[config.mk]
export PLATFORM = sky130hd
export DESIGN_NAME = serial_flash_pin_frontend
export DESIGN_NICKNAME = d
export VERILOG_FILES = /design/src/sflash_pkg.sv /design/src/serial_flash_pin_frontend.sv
export SDC_FILE = /design/constraint.sdc
export NUM_CORES = 1
export LEC_CHECK = 0
export BUFFER_PORTS_ARGS = -buffer_cell sky130_fd_sc_hd__buf_4
export CAP_MARGIN = 30
export CORE_MARGIN = 2
export CORE_UTILIZATION = 40
export DETAILED_ROUTE_END_ITERATION = 7
export GPL_ROUTABILITY_DRIVEN = 0
export SLEW_MARGIN = 20
export SYNTH_ARGS = -nofsm -noshare
export SYNTH_HDL_FRONTEND = slang
export SYNTH_SLANG_ARGS = --single-unit
[constraint.sdc]
create_clock -name SYS_CLK -period 1.9 [get_ports SYS_CLK]
set_input_delay 0.19 -clock SYS_CLK [delete_from_list [all_inputs] [get_ports SYS_CLK]]
set_output_delay 0.19 -clock SYS_CLK [all_outputs]
set_load 0.1 [all_outputs]
[src/sflash_pkg.sv]
package sflash_pkg;

  // ----------------------------------------------------------
  // timing
  // ----------------------------------------------------------
  localparam int CLK_NS = 20;
  localparam int POR_NS = 100;
  localparam int POR_CYC_I = (POR_NS + CLK_NS - 1) / CLK_NS;
  localparam logic [3:0] POR_CYC = 4'(POR_CYC_I);

  // ----------------------------------------------------------
  // framing
  // ----------------------------------------------------------
  localparam logic [2:0] LAST_BIT = 3'h7;
  localparam logic [7:0] IDLE_OUT = 8'hff;
  localparam logic [1:0] BUF_FULL = 2'h2;

  // ----------------------------------------------------------
  // types
  // ----------------------------------------------------------
  typedef struct packed {
    logic cs_n;
    logic sck;
    logic si;
    logic wp_n;
    logic rst_n;
  } pins_type;

  typedef struct packed {
    logic       first;
    logic [7:0] data;
  } rx_word_type;

  typedef enum logic [3:0] {
    ST_IDLE = 4'b0001,
    ST_OPC  = 4'b0010,
    ST_DATA = 4'b0100,
    ST_DROP = 4'b1000
  } state_type;

  // pins at rest: deselected, unprotected, out of reset
  localparam pins_type PINS_RST = 5'b10011;

endpackage : sflash_pkg

[src/serial_flash_pin_frontend.sv]
`timescale 1ns/1ps
module serial_flash_pin_frontend #(
  parameter logic [7:0] MODIFY_BASE = 8'h80,
  parameter logic [7:0] MODIFY_MASK = 8'hf0,
  parameter logic [7:0] SPR_WR_OPC  = 8'h90,
  parameter logic [7:0] PROT_EN_OPC = 8'ha0,
  parameter logic [7:0] LOCK_OPC    = 8'ha1
) (
  // clock and reset
  input  wire logic               SYS_CLK,
  input  wire logic               RST,
  // flash pins
  input  wire logic               CS_N,
  input  wire logic               SCK,
  input  wire logic               SI,
  input  wire logic               WP_N,
  input  wire logic               RESET_N,
  output logic                    SO_O,
  output logic                    SO_OE,
  // received bytes to the core
  output logic                    RX_VALID,
  input  wire logic               RX_READY,
  output sflash_pkg::rx_word_type RX_WORD,
  // bytes to send from the core
  input  wire logic               TX_VALID,
  output logic                    TX_READY,
  input  wire logic [7:0]         TX_DATA,
  // core status
  input  wire logic               OP_BUSY,
  output logic                    SELECTED,
  output logic                    STANDBY,
  output logic                    HW_PROTECT,
  output logic                    CMD_DROPPED,
  output logic                    OP_END,
  output logic                    RX_OVERRUN,
  output logic                    CORE_RST
);
  import sflash_pkg::*;

  // ----------------------------------------------------------
  // pin synchronisers
  // ----------------------------------------------------------
  pins_type s1_q;
  pins_type s2_q;
  pins_type s3_q;
  pins_type pins_now;

  assign pins_now = '{cs_n: CS_N, sck: SCK, si: SI,
                      wp_n: WP_N, rst_n: RESET_N};

  // a floating protect pin settles high at reset
  always_ff @(posedge SYS_CLK) begin
    if (RST) begin
      s1_q <= PINS_RST;
      s2_q <= PINS_RST;
      s3_q <= PINS_RST;
    end else begin
      s1_q <= pins_now;
      s2_q <= s1_q;
      s3_q <= s2_q;
    end
  end

  logic sel;
  logic cs_fall;
  logic cs_rise;
  logic sck_rise;
  logic sck_fall;
  logic wp_on;

  assign sel      = ~s2_q.cs_n;
  assign cs_fall  = ~s2_q.cs_n & s3_q.cs_n;
  assign cs_rise  = s2_q.cs_n & ~s3_q.cs_n;
  assign sck_rise = sel & s2_q.sck & ~s3_q.sck;
  assign sck_fall = sel & ~s2_q.sck & s3_q.sck;
  assign wp_on    = ~s2_q.wp_n;

  // ----------------------------------------------------------
  // power-on and pin reset
  // ----------------------------------------------------------
  logic [3:0] por_q;
  logic [3:0] por_d;
  logic       int_rst;

  always_comb begin
    por_d = por_q;
    if (por_q != POR_CYC) begin
      por_d = por_q + 4'h1;
    end
  end

  always_ff @(posedge SYS_CLK) begin
    if (RST) begin
      por_q <= 4'h0;
    end else begin
      por_q <= por_d;
    end
  end

  // held for as long as the pin stays low
  assign int_rst  = RST | (por_q != POR_CYC) | ~s2_q.rst_n;
  assign CORE_RST = int_rst;

  // ----------------------------------------------------------
  // opcode classing
  // ----------------------------------------------------------
  logic [7:0] shin;
  logic [7:0] sh_q;
  logic       is_mod;
  logic       exempt;
  logic       guard;

  assign shin   = {sh_q[6:0], s2_q.si};
  assign is_mod = ((shin & MODIFY_MASK) == MODIFY_BASE) ||
                  (shin == SPR_WR_OPC);
  assign exempt = (shin == PROT_EN_OPC) || (shin == LOCK_OPC);
  assign guard  = wp_on & is_mod & ~exempt;

  // ----------------------------------------------------------
  // frame state and shifters
  // ----------------------------------------------------------
  state_type   state_q;
  state_type   state_d;
  logic [7:0]  sh_d;
  logic [2:0]  cnt_q;
  logic [2:0]  cnt_d;
  logic [7:0]  txsh_q;
  logic [7:0]  txsh_d;
  logic [2:0]  txcnt_q;
  logic [2:0]  txcnt_d;
  logic        so_q;
  logic        so_d;
  logic        oe_q;
  logic        oe_d;
  rx_word_type pend_q;
  rx_word_type pend_d;
  logic        pend_v_q;
  logic        pend_v_d;
  logic        drop_q;
  logic        drop_d;
  logic        end_q;
  logic        end_d;
  logic        ovr_q;
  logic        ovr_d;
  logic        stby_q;
  logic        stby_d;
  logic        buf_in_rdy;
  logic [7:0]  tx_byte;

  always_comb begin
    state_d  = state_q;
    sh_d     = sh_q;
    cnt_d    = cnt_q;
    txsh_d   = txsh_q;
    txcnt_d  = txcnt_q;
    so_d     = so_q;
    pend_d   = pend_q;
    pend_v_d = pend_v_q;
    drop_d   = 1'b0;
    end_d    = 1'b0;
    ovr_d    = ovr_q;
    TX_READY = 1'b0;
    tx_byte  = IDLE_OUT;
    if (pend_v_q && buf_in_rdy) begin
      pend_v_d = 1'b0;
    end
    if (cs_fall) begin
      ovr_d = 1'b0;
    end
    case (state_q)
      ST_IDLE: begin
        cnt_d   = 3'h0;
        txcnt_d = 3'h0;
        so_d    = 1'b1;
        if (cs_fall) begin
          state_d = ST_OPC;
        end
      end
      ST_OPC, ST_DATA: begin
        if (sck_rise) begin
          sh_d  = shin;
          cnt_d = cnt_q + 3'h1;
          if (cnt_q == LAST_BIT) begin
            if (state_q == ST_OPC && guard) begin
              state_d = ST_DROP;
              drop_d  = 1'b1;
            end else begin
              state_d  = ST_DATA;
              ovr_d    = ovr_d | pend_v_d;
              pend_d   = '{first: (state_q == ST_OPC),
                           data: shin};
              pend_v_d = 1'b1;
            end
          end
        end
        if (sck_fall && state_q == ST_DATA) begin
          if (txcnt_q == 3'h0) begin
            TX_READY = TX_VALID;
            tx_byte  = TX_VALID ? TX_DATA : IDLE_OUT;
            so_d     = tx_byte[7];
            txsh_d   = {tx_byte[6:0], 1'b1};
          end else begin
            so_d   = txsh_q[7];
            txsh_d = {txsh_q[6:0], 1'b1};
          end
          txcnt_d = txcnt_q + 3'h1;
        end
      end
      ST_DROP: begin
        // bits of a dropped command are not looked at
        cnt_d = 3'h0;
      end
      default: begin
        state_d = ST_IDLE;
      end
    endcase
    if (cs_rise && state_q != ST_IDLE) begin
      state_d = ST_IDLE;
      end_d   = 1'b1;
    end
    oe_d   = (state_d == ST_DATA);
    // the core keeps its own operation running past deselect
    stby_d = (state_d == ST_IDLE) & ~OP_BUSY;
  end

  always_ff @(posedge SYS_CLK) begin
    if (int_rst) begin
      state_q  <= ST_IDLE;
      sh_q     <= 8'h00;
      cnt_q    <= 3'h0;
      txsh_q   <= IDLE_OUT;
      txcnt_q  <= 3'h0;
      so_q     <= 1'b1;
      oe_q     <= 1'b0;
      pend_q   <= '0;
      pend_v_q <= 1'b0;
      drop_q   <= 1'b0;
      end_q    <= 1'b0;
      ovr_q    <= 1'b0;
      stby_q   <= 1'b0;
    end else begin
      state_q  <= state_d;
      sh_q     <= sh_d;
      cnt_q    <= cnt_d;
      txsh_q   <= txsh_d;
      txcnt_q  <= txcnt_d;
      so_q     <= so_d;
      oe_q     <= oe_d;
      pend_q   <= pend_d;
      pend_v_q <= pend_v_d;
      drop_q   <= drop_d;
      end_q    <= end_d;
      ovr_q    <= ovr_d;
      stby_q   <= stby_d;
    end
  end

  assign SO_O        = so_q;
  assign SO_OE       = oe_q;
  assign SELECTED    = sel;
  assign STANDBY     = stby_q;
  assign HW_PROTECT  = wp_on;
  assign CMD_DROPPED = drop_q;
  assign OP_END      = end_q;
  assign RX_OVERRUN  = ovr_q;

  // ----------------------------------------------------------
  // two-entry receive buffer
  // ----------------------------------------------------------
  // the host clock cannot be stalled, so a full buffer
  // holds the pending byte until a newer one replaces it and flags overrun
  rx_word_type mem_q [2];
  rx_word_type mem_d [2];
  logic        wr_q;
  logic        wr_d;
  logic        rd_q;
  logic        rd_d;
  logic [1:0]  bcnt_q;
  logic [1:0]  bcnt_d;
  logic        push;
  logic        pop;

  assign buf_in_rdy = (bcnt_q != BUF_FULL);
  assign push       = pend_v_q & buf_in_rdy;
  assign pop        = RX_VALID & RX_READY;
  assign RX_VALID   = (bcnt_q != 2'h0);
  assign RX_WORD    = mem_q[rd_q];

  always_comb begin
    mem_d  = mem_q;
    wr_d   = wr_q;
    rd_d   = rd_q;
    bcnt_d = bcnt_q;
    if (push) begin
      mem_d[wr_q] = pend_q;
      wr_d        = ~wr_q;
    end
    if (pop) begin
      rd_d = ~rd_q;
    end
    bcnt_d = bcnt_q + {1'b0, push} - {1'b0, pop};
  end

  always_ff @(posedge SYS_CLK) begin
    if (int_rst) begin
      mem_q[0] <= '0;
      mem_q[1] <= '0;
      wr_q     <= 1'b0;
      rd_q     <= 1'b0;
      bcnt_q   <= 2'h0;
    end else begin
      mem_q    <= mem_d;
      wr_q     <= wr_d;
      rd_q     <= rd_d;
      bcnt_q   <= bcnt_d;
    end
  end

  // ----------------------------------------------------------
  // checks
  // ----------------------------------------------------------
  property p_desel_hiz;
    @(posedge SYS_CLK) disable iff (int_rst)
    s2_q.cs_n |=> !SO_OE && (stby_q == !$past(OP_BUSY));
  endproperty
  a_desel_hiz: assert property (p_desel_hiz)
    else $error("output driven while deselected");

  property p_desel_ignore;
    @(posedge SYS_CLK) disable iff (int_rst)
    (s2_q.cs_n && s3_q.cs_n) |=> $stable(sh_q) && !$rose(pend_v_q);
  endproperty
  a_desel_ignore: assert property (p_desel_ignore)
    else $error("input taken while deselected");

  property p_start_fall;
    @(posedge SYS_CLK) disable iff (int_rst)
    (state_q == ST_IDLE) ##1 (state_q == ST_OPC) |-> $past(cs_fall);
  endproperty
  a_start_fall: assert property (p_start_fall)
    else $error("frame began without select fall");

  property p_end_rise;
    @(posedge SYS_CLK) disable iff (int_rst)
    (state_q != ST_IDLE) ##1 (state_q == ST_IDLE) |->
      $past(cs_rise) && OP_END;
  endproperty
  a_end_rise: assert property (p_end_rise)
    else $error("frame ended without select rise");

  property p_busy_stby;
    @(posedge SYS_CLK) disable iff (int_rst)
    OP_BUSY |=> !STANDBY;
  endproperty
  a_busy_stby: assert property (p_busy_stby)
    else $error("standby while operation runs");

  property p_sample_rise;
    @(posedge SYS_CLK) disable iff (int_rst)
    (sck_rise && state_q == ST_OPC) |=>
      sh_q == {$past(sh_q[6:0]), $past(s2_q.si)};
  endproperty
  a_sample_rise: assert property (p_sample_rise)
    else $error("input bit not shifted on rise");

  property p_out_fall;
    @(posedge SYS_CLK) disable iff (int_rst)
    ($changed(so_q) && $past(state_q == ST_DATA)) |-> $past(sck_fall);
  endproperty
  a_out_fall: assert property (p_out_fall)
    else $error("output changed off a falling edge");

  property p_opc_len;
    @(posedge SYS_CLK) disable iff (int_rst)
    $rose(state_q == ST_DATA) |-> cnt_q == 3'h0 && pend_v_q &&
      pend_q.first && pend_q.data == sh_q;
  endproperty
  a_opc_len: assert property (p_opc_len)
    else $error("opcode not eight bits");

  property p_guard;
    @(posedge SYS_CLK) disable iff (int_rst)
    (state_q == ST_OPC && sck_rise && cnt_q == LAST_BIT && guard
      && !cs_rise) |=> state_q == ST_DROP && CMD_DROPPED && !pend_v_q;
  endproperty
  a_guard: assert property (p_guard)
    else $error("guarded command not dropped");

  property p_exempt;
    @(posedge SYS_CLK) disable iff (int_rst)
    (state_q == ST_OPC && sck_rise && cnt_q == LAST_BIT && wp_on
      && exempt && !cs_rise) |=> state_q == ST_DATA;
  endproperty
  a_exempt: assert property (p_exempt)
    else $error("exempt opcode refused");

  property p_pin_rst;
    @(posedge SYS_CLK) disable iff (RST)
    !s2_q.rst_n |-> CORE_RST ##1 (state_q == ST_IDLE && !SO_OE);
  endproperty
  a_pin_rst: assert property (p_pin_rst)
    else $error("pin reset did not force idle");

  property p_por;
    @(posedge SYS_CLK)
    $fell(RST) |-> CORE_RST [*4];
  endproperty
  a_por: assert property (p_por)
    else $error("power-on reset too short");

  c_cmd: cover property (@(posedge SYS_CLK) disable iff (int_rst)
    $rose(state_q == ST_DATA) ##[1:400] OP_END);
  c_drop: cover property (@(posedge SYS_CLK) disable iff (int_rst)
    CMD_DROPPED);
  c_ovr: cover property (@(posedge SYS_CLK) disable iff (int_rst)
    $rose(RX_OVERRUN));
  c_busy: cover property (@(posedge SYS_CLK) disable iff (int_rst)
    OP_END ##1 OP_BUSY [*3] ##1 STANDBY);

endmodule : serial_flash_pin_frontend

; ---- Word level (Yosys, flattened, before mapping)
; Cells that the tools add are included.
[word_totals]
word_cells = 143
ff_bits = 79
input_bits = 18
output_inout_bits = 20
[op_classes]
order_cmp = 3
n_eq_ne = 16
mux = 36
add_sub_neg = 5
n_bitwise = 30
n_reduce_logical = 19
[ops]
columns = operator, count
row1 = two-way mux 9 bit, 4
row2 = "equality test 8 bit, second input constant", 3
row3 = two-way mux 4 bit, 5
row4 = bitwise mux 18 bit, 1
row5 = two-way mux 1 bit, 17
row6 = two-way mux 8 bit, 2
row7 = inverter 1 bit, 14
row8 = one-hot mux 3 bit (2 select lines), 2
row9 = one-hot mux 4 bit (3 select lines), 1
row10 = AND 1 bit, 11
row11 = demux 9 bit (select 1 bit), 1
row12 = "equality test 4 x 1 -> 1 bit, second input constant", 2
row13 = "equality test 4 x 3 -> 1 bit, second input constant", 2
row14 = "equality test 4 bit, second input constant", 2
row15 = AND reduction 2 bit, 4
row16 = "adder 3 x 1 -> 3 bit, second input constant", 2
row17 = two-way mux 3 bit, 2
row18 = "inequality test 2 bit, second input constant", 3
row19 = nonzero test 2 bit, 3
row20 = logical AND 1 bit, 5
row21 = "adder 4 x 1 -> 4 bit, second input constant", 1
row22 = "equality test 4 x 2 -> 1 bit, second input constant", 1
row23 = ">= comparator 2 bit, second input constant", 2
row24 = "inequality test 4 x 1 -> 1 bit, second input constant", 1
row25 = other kinds (13), 18

; ---- Longest topological paths before layout
[depth]
ltp_word = 12
depth_mapped = 8
depth_no_buf = 8

; ---- Least setup slack after synthesis
; No wires, ideal clock.
[synth_path]
kind = register -> output
start = register state_q[3]
end = output TX_READY
required_ps = 1710
stages_incl_launch_ff = 6
n_path_buf = 2
slack_ps = -677
t_arrival_ps = 2387
cell_sequence = dfxtp_1 buf_4 nor4_2 nand2_1 buf_2 nor2_1
[synth_via]
elab_chain_len = 4
elab_cells_between_ends = 6
cone_classes = eq/ne (2) / mux (2) / reduce/logical (2)
[synth_lines]
columns = item, line
row1 = "start, declared", serial_flash_pin_frontend.sv:122  ; state_type state_q;
row2 = "start signal, assigned", serial_flash_pin_frontend.sv:242  ; state_q <= state_d;
row3 = equality test 4 x 3 -> 1 bit, "serial_flash_pin_frontend.sv:170, serial_flash_pin_frontend.sv:196"
row4 = logical AND 1 bit, serial_flash_pin_frontend.sv:196  ; if (sck_fall && state_q == ST_DATA) begin
row5 = two-way mux 1 bit, serial_flash_pin_frontend.sv:196
row6 = two-way mux 1 bit (*), serial_flash_pin_frontend.sv:170  ; case (state_q)
row7 = "end, declared", serial_flash_pin_frontend.sv:26  ; output logic TX_READY,
; Every way passes the cells marked *; elsewhere a longest branch is shown, timed or not.

; ---- Worst setup path after layout
[layout_path]
start = register state_q[1]
end = output TX_READY
; Same word-level chain as after synthesis.

==> run metrics <==
status=completed; largest net degree at the start of global routing=33; global-route wire length before repair=11000 um; required time worst endpoint=1.71 ns; finished layout cell area=4050 sq um; DRC viols=0; Sequential Power Share=55.3%; area leader, netlist=dfxtp_1; Max Buffers Root-to-Sink=2; fin crit share=95.1%; final hold vios=0; setup TNS=0 ns; Post-synth EDFFs=0; area post-placement=3750 sq um; Max Cap Viol=0; Critical path buffers and inverters=2; Core Area=8180 sq um; clk slew on worst S/H paths=0.08 ns; reg-to-reg startpoint=bcnt_q[1]; Fmax=554 MHz; internal power=2.36 mW; critical path, cell by cell=buf_4 -> and3b_1 -> nand2_1 -> nor2_4 -> buf_12; crit path time final=1.81 ns; worst r2r dst=bcnt_q[1]; first drt pass iteration count=4; Hold Path Sink=s1_q[0]; Die Wd=95.4 um; Die ar.=9100 sq um; Net Switching=0.660 mW; Crit path largest cell delay=0.37 ns; TritonCTS Sinks=78; # placed instances=477; hold_sp=RESET_N; final wirelength=6420 um; Initial DRC Count=110; most common cell after layout, fill and taps aside=dfxtp_1; Finished Core Util=49.6%; Nets=415; post-DP HPWL=4390 um; GRT Residual Overflow=0; vias=2488; Setup Crit Path Kind=reg -> out; # setup viols final=0; HP Class=in -> reg; Worst EP arrival=1.62 ns; Netlist cell types=48; vias in the first global route=2346; insertion delay to the later sink of the worst-skew pair=0.35 ns; Sw Ratio=21.9%; async set or reset register ratio after synthesis=0%; input/output buffers=37; max-slew violation count=0; register area share after synthesis=46.7%; sequential cell area=1570 sq um; Initial Util=40.9%; Clock power frac=40.8%; Synth top area share=46.7%; die height=95.4 um; Worst path slowest cell=dfxtp_1; VDD IR max=0.354 mV; Worst Reg-to-Reg Cells=8; Power Dens Cells=745 nW/um^2; Mapped Area=3340 sq um; TritonCTS Buffers=9; top cells by area, synth=dfxtp_1 (47%), mux2i_1 (7.5%), nor2_1 (4.0%), mux2_2 (3.0%), ha_1 (3.0%); clock tree root driver cell=clkbuf_8; Multi-input gate area=1680 sq um; top cell family by delay on the critical path=simple AND/OR/NAND/NOR gates; leakage=1.74 nW; initial antenna violation count=0; RSZ-0062 raised after global routing=no; Reg2Reg Setup Slack=0.16 ns; Primary FF master, synth=dfxtp_1; Clock Skew=0.00771 ns; crit end category=primary output; Synth Area per Inst=9.74 sq um; Slew HR=68.0%; wire per inst=12.9 um; filler cell count in the final layout=789; flip-flop and latch count after synthesis=78; share of cells above drive strength 1=26.6%; syn_nets=369; Hold Path Depth=2; Ports=38; yosys warns=0; fin cells=499; Critical Path Fanout Max=7; DR vias/cell=4.99; part of the power in combinational logic=3.9%; worst-margin pin slew=0.479 ns; CTS tree=done; std cell rows=33; antenna-violating nets left=0; cells after synthesis=343; CTS H-tree depth=3; overall routing resource usage=15.5%; antenna fix cells=0; crit start category=register; most frequent cells in the layout=dfxtp_1 (75), buf_4 (50), nor2_1 (35), mux2i_1 (25), nand3_1 (19); area delta synth->final=21.3%
layout make-up:
cell class,count,area share [%]
Clock inverter,5,1.42
Timing Repair Buffer,54,10.6
Inverter,11,1.14
Sequential cell,78,38.6
Multi-Input combinational cell,235,41.4
Clock buffer,11,3.49
Tap cell,105,3.24
cells in the mapped netlist (9+ instances only):
master   count
dfxtp_1     78
nor2_1      36
inv_1       10
a21oi_1     16
nand3_1     19
o21ai_0     16
mux2_2       9
nor3_1      10
mux2i_1     25
nand2_1     13
per-stage QoR:
step | setup WS, ns | power (mW) | hold WS (ns)
after floorplan | 0.0492 | 1.77 | 0.262
after global placement | 0.208 | 1.81 | 0.356
after detailed placement | 0.128 | 1.81 | 0.359
after CTS | 0.00341 | 3.06 | 0.00175
after global routing | 0.00967 | 3.15 | 0.00313
final | 0.0940 | 3.02 | 0.0192
worst max-delay path by stage:
stage,slack [ns],start,to,depth (start not counted)
finish,0.09,state_q[1],TX_READY,5
global route,0.01,por_q[1],CORE_RST,6
CTS,0.003,state_q[1],TX_READY,5
detailed placement,0.13,por_q[0],cnt_q[0],6
global placement,0.21,bcnt_q[1],bcnt_q[1],8
floorplan,0.05,bcnt_q[1],bcnt_q[1],8
flip-flops by register name (all words and copies together) (netlist names), 2 cells and up:
name / count
mem_q: 18
bcnt_q: 2
state_q: 4
s2_q: 5
s1_q: 5
txsh_q: 7
sh_q: 7
pend_q: 9
por_q: 4
cnt_q: 3
s3_q: 2
txcnt_q: 3
routing by layer:
| layer | share of wire (%) | track usage [%] | up-vias |
|---|---|---|---|
| met4 | 1.4 | 5.36 | 0 |
| met1 | 48 | 20.2 | 1164 |
| met2 | 46 | 24.5 | 33 |
| met5 | 0 | 0 | - |
| met3 | 3.8 | 4.51 | 9 |
| li1 | - | - | 1282 |
logic make-up (layout without fill, tap and decap cells):
kind of cell               Yosys count  in the layout  share of synthesized area [%]
xor gates and xnor gates             8              8                           2.32
muxes                               34             34                           10.5
DFF                                 78             78                           46.7
AOI/OAI and AO/OA                   58             58                           10.8
adders and majority gates            8              8                           3.00
and+or+nand+nor                    127            127                           22.5
buffers and inverters               30             81                           4.12
repair_timing:
item / CTS / global route
setup buffers: 0 / 5
endpoints found under the setup margin: 2 / 7
resized for setup: 7 / 9
hold endpoints to repair: 1 / 0
pin swaps: 1 / 2
hold buffers: 1 / 0
power by group through the flow:
stage,clock [mW],sequential [mW],combinational (mW)
5_1_grt,1.34,1.67,0.133
2_1_floorplan,0,1.70,0.0653
4_1_cts,1.28,1.67,0.112
6_report,1.23,1.67,0.118
3_3_place_gp,0,1.71,0.104
3_5_place_dp,0,1.71,0.107
(Power assumes the default switching activity.)
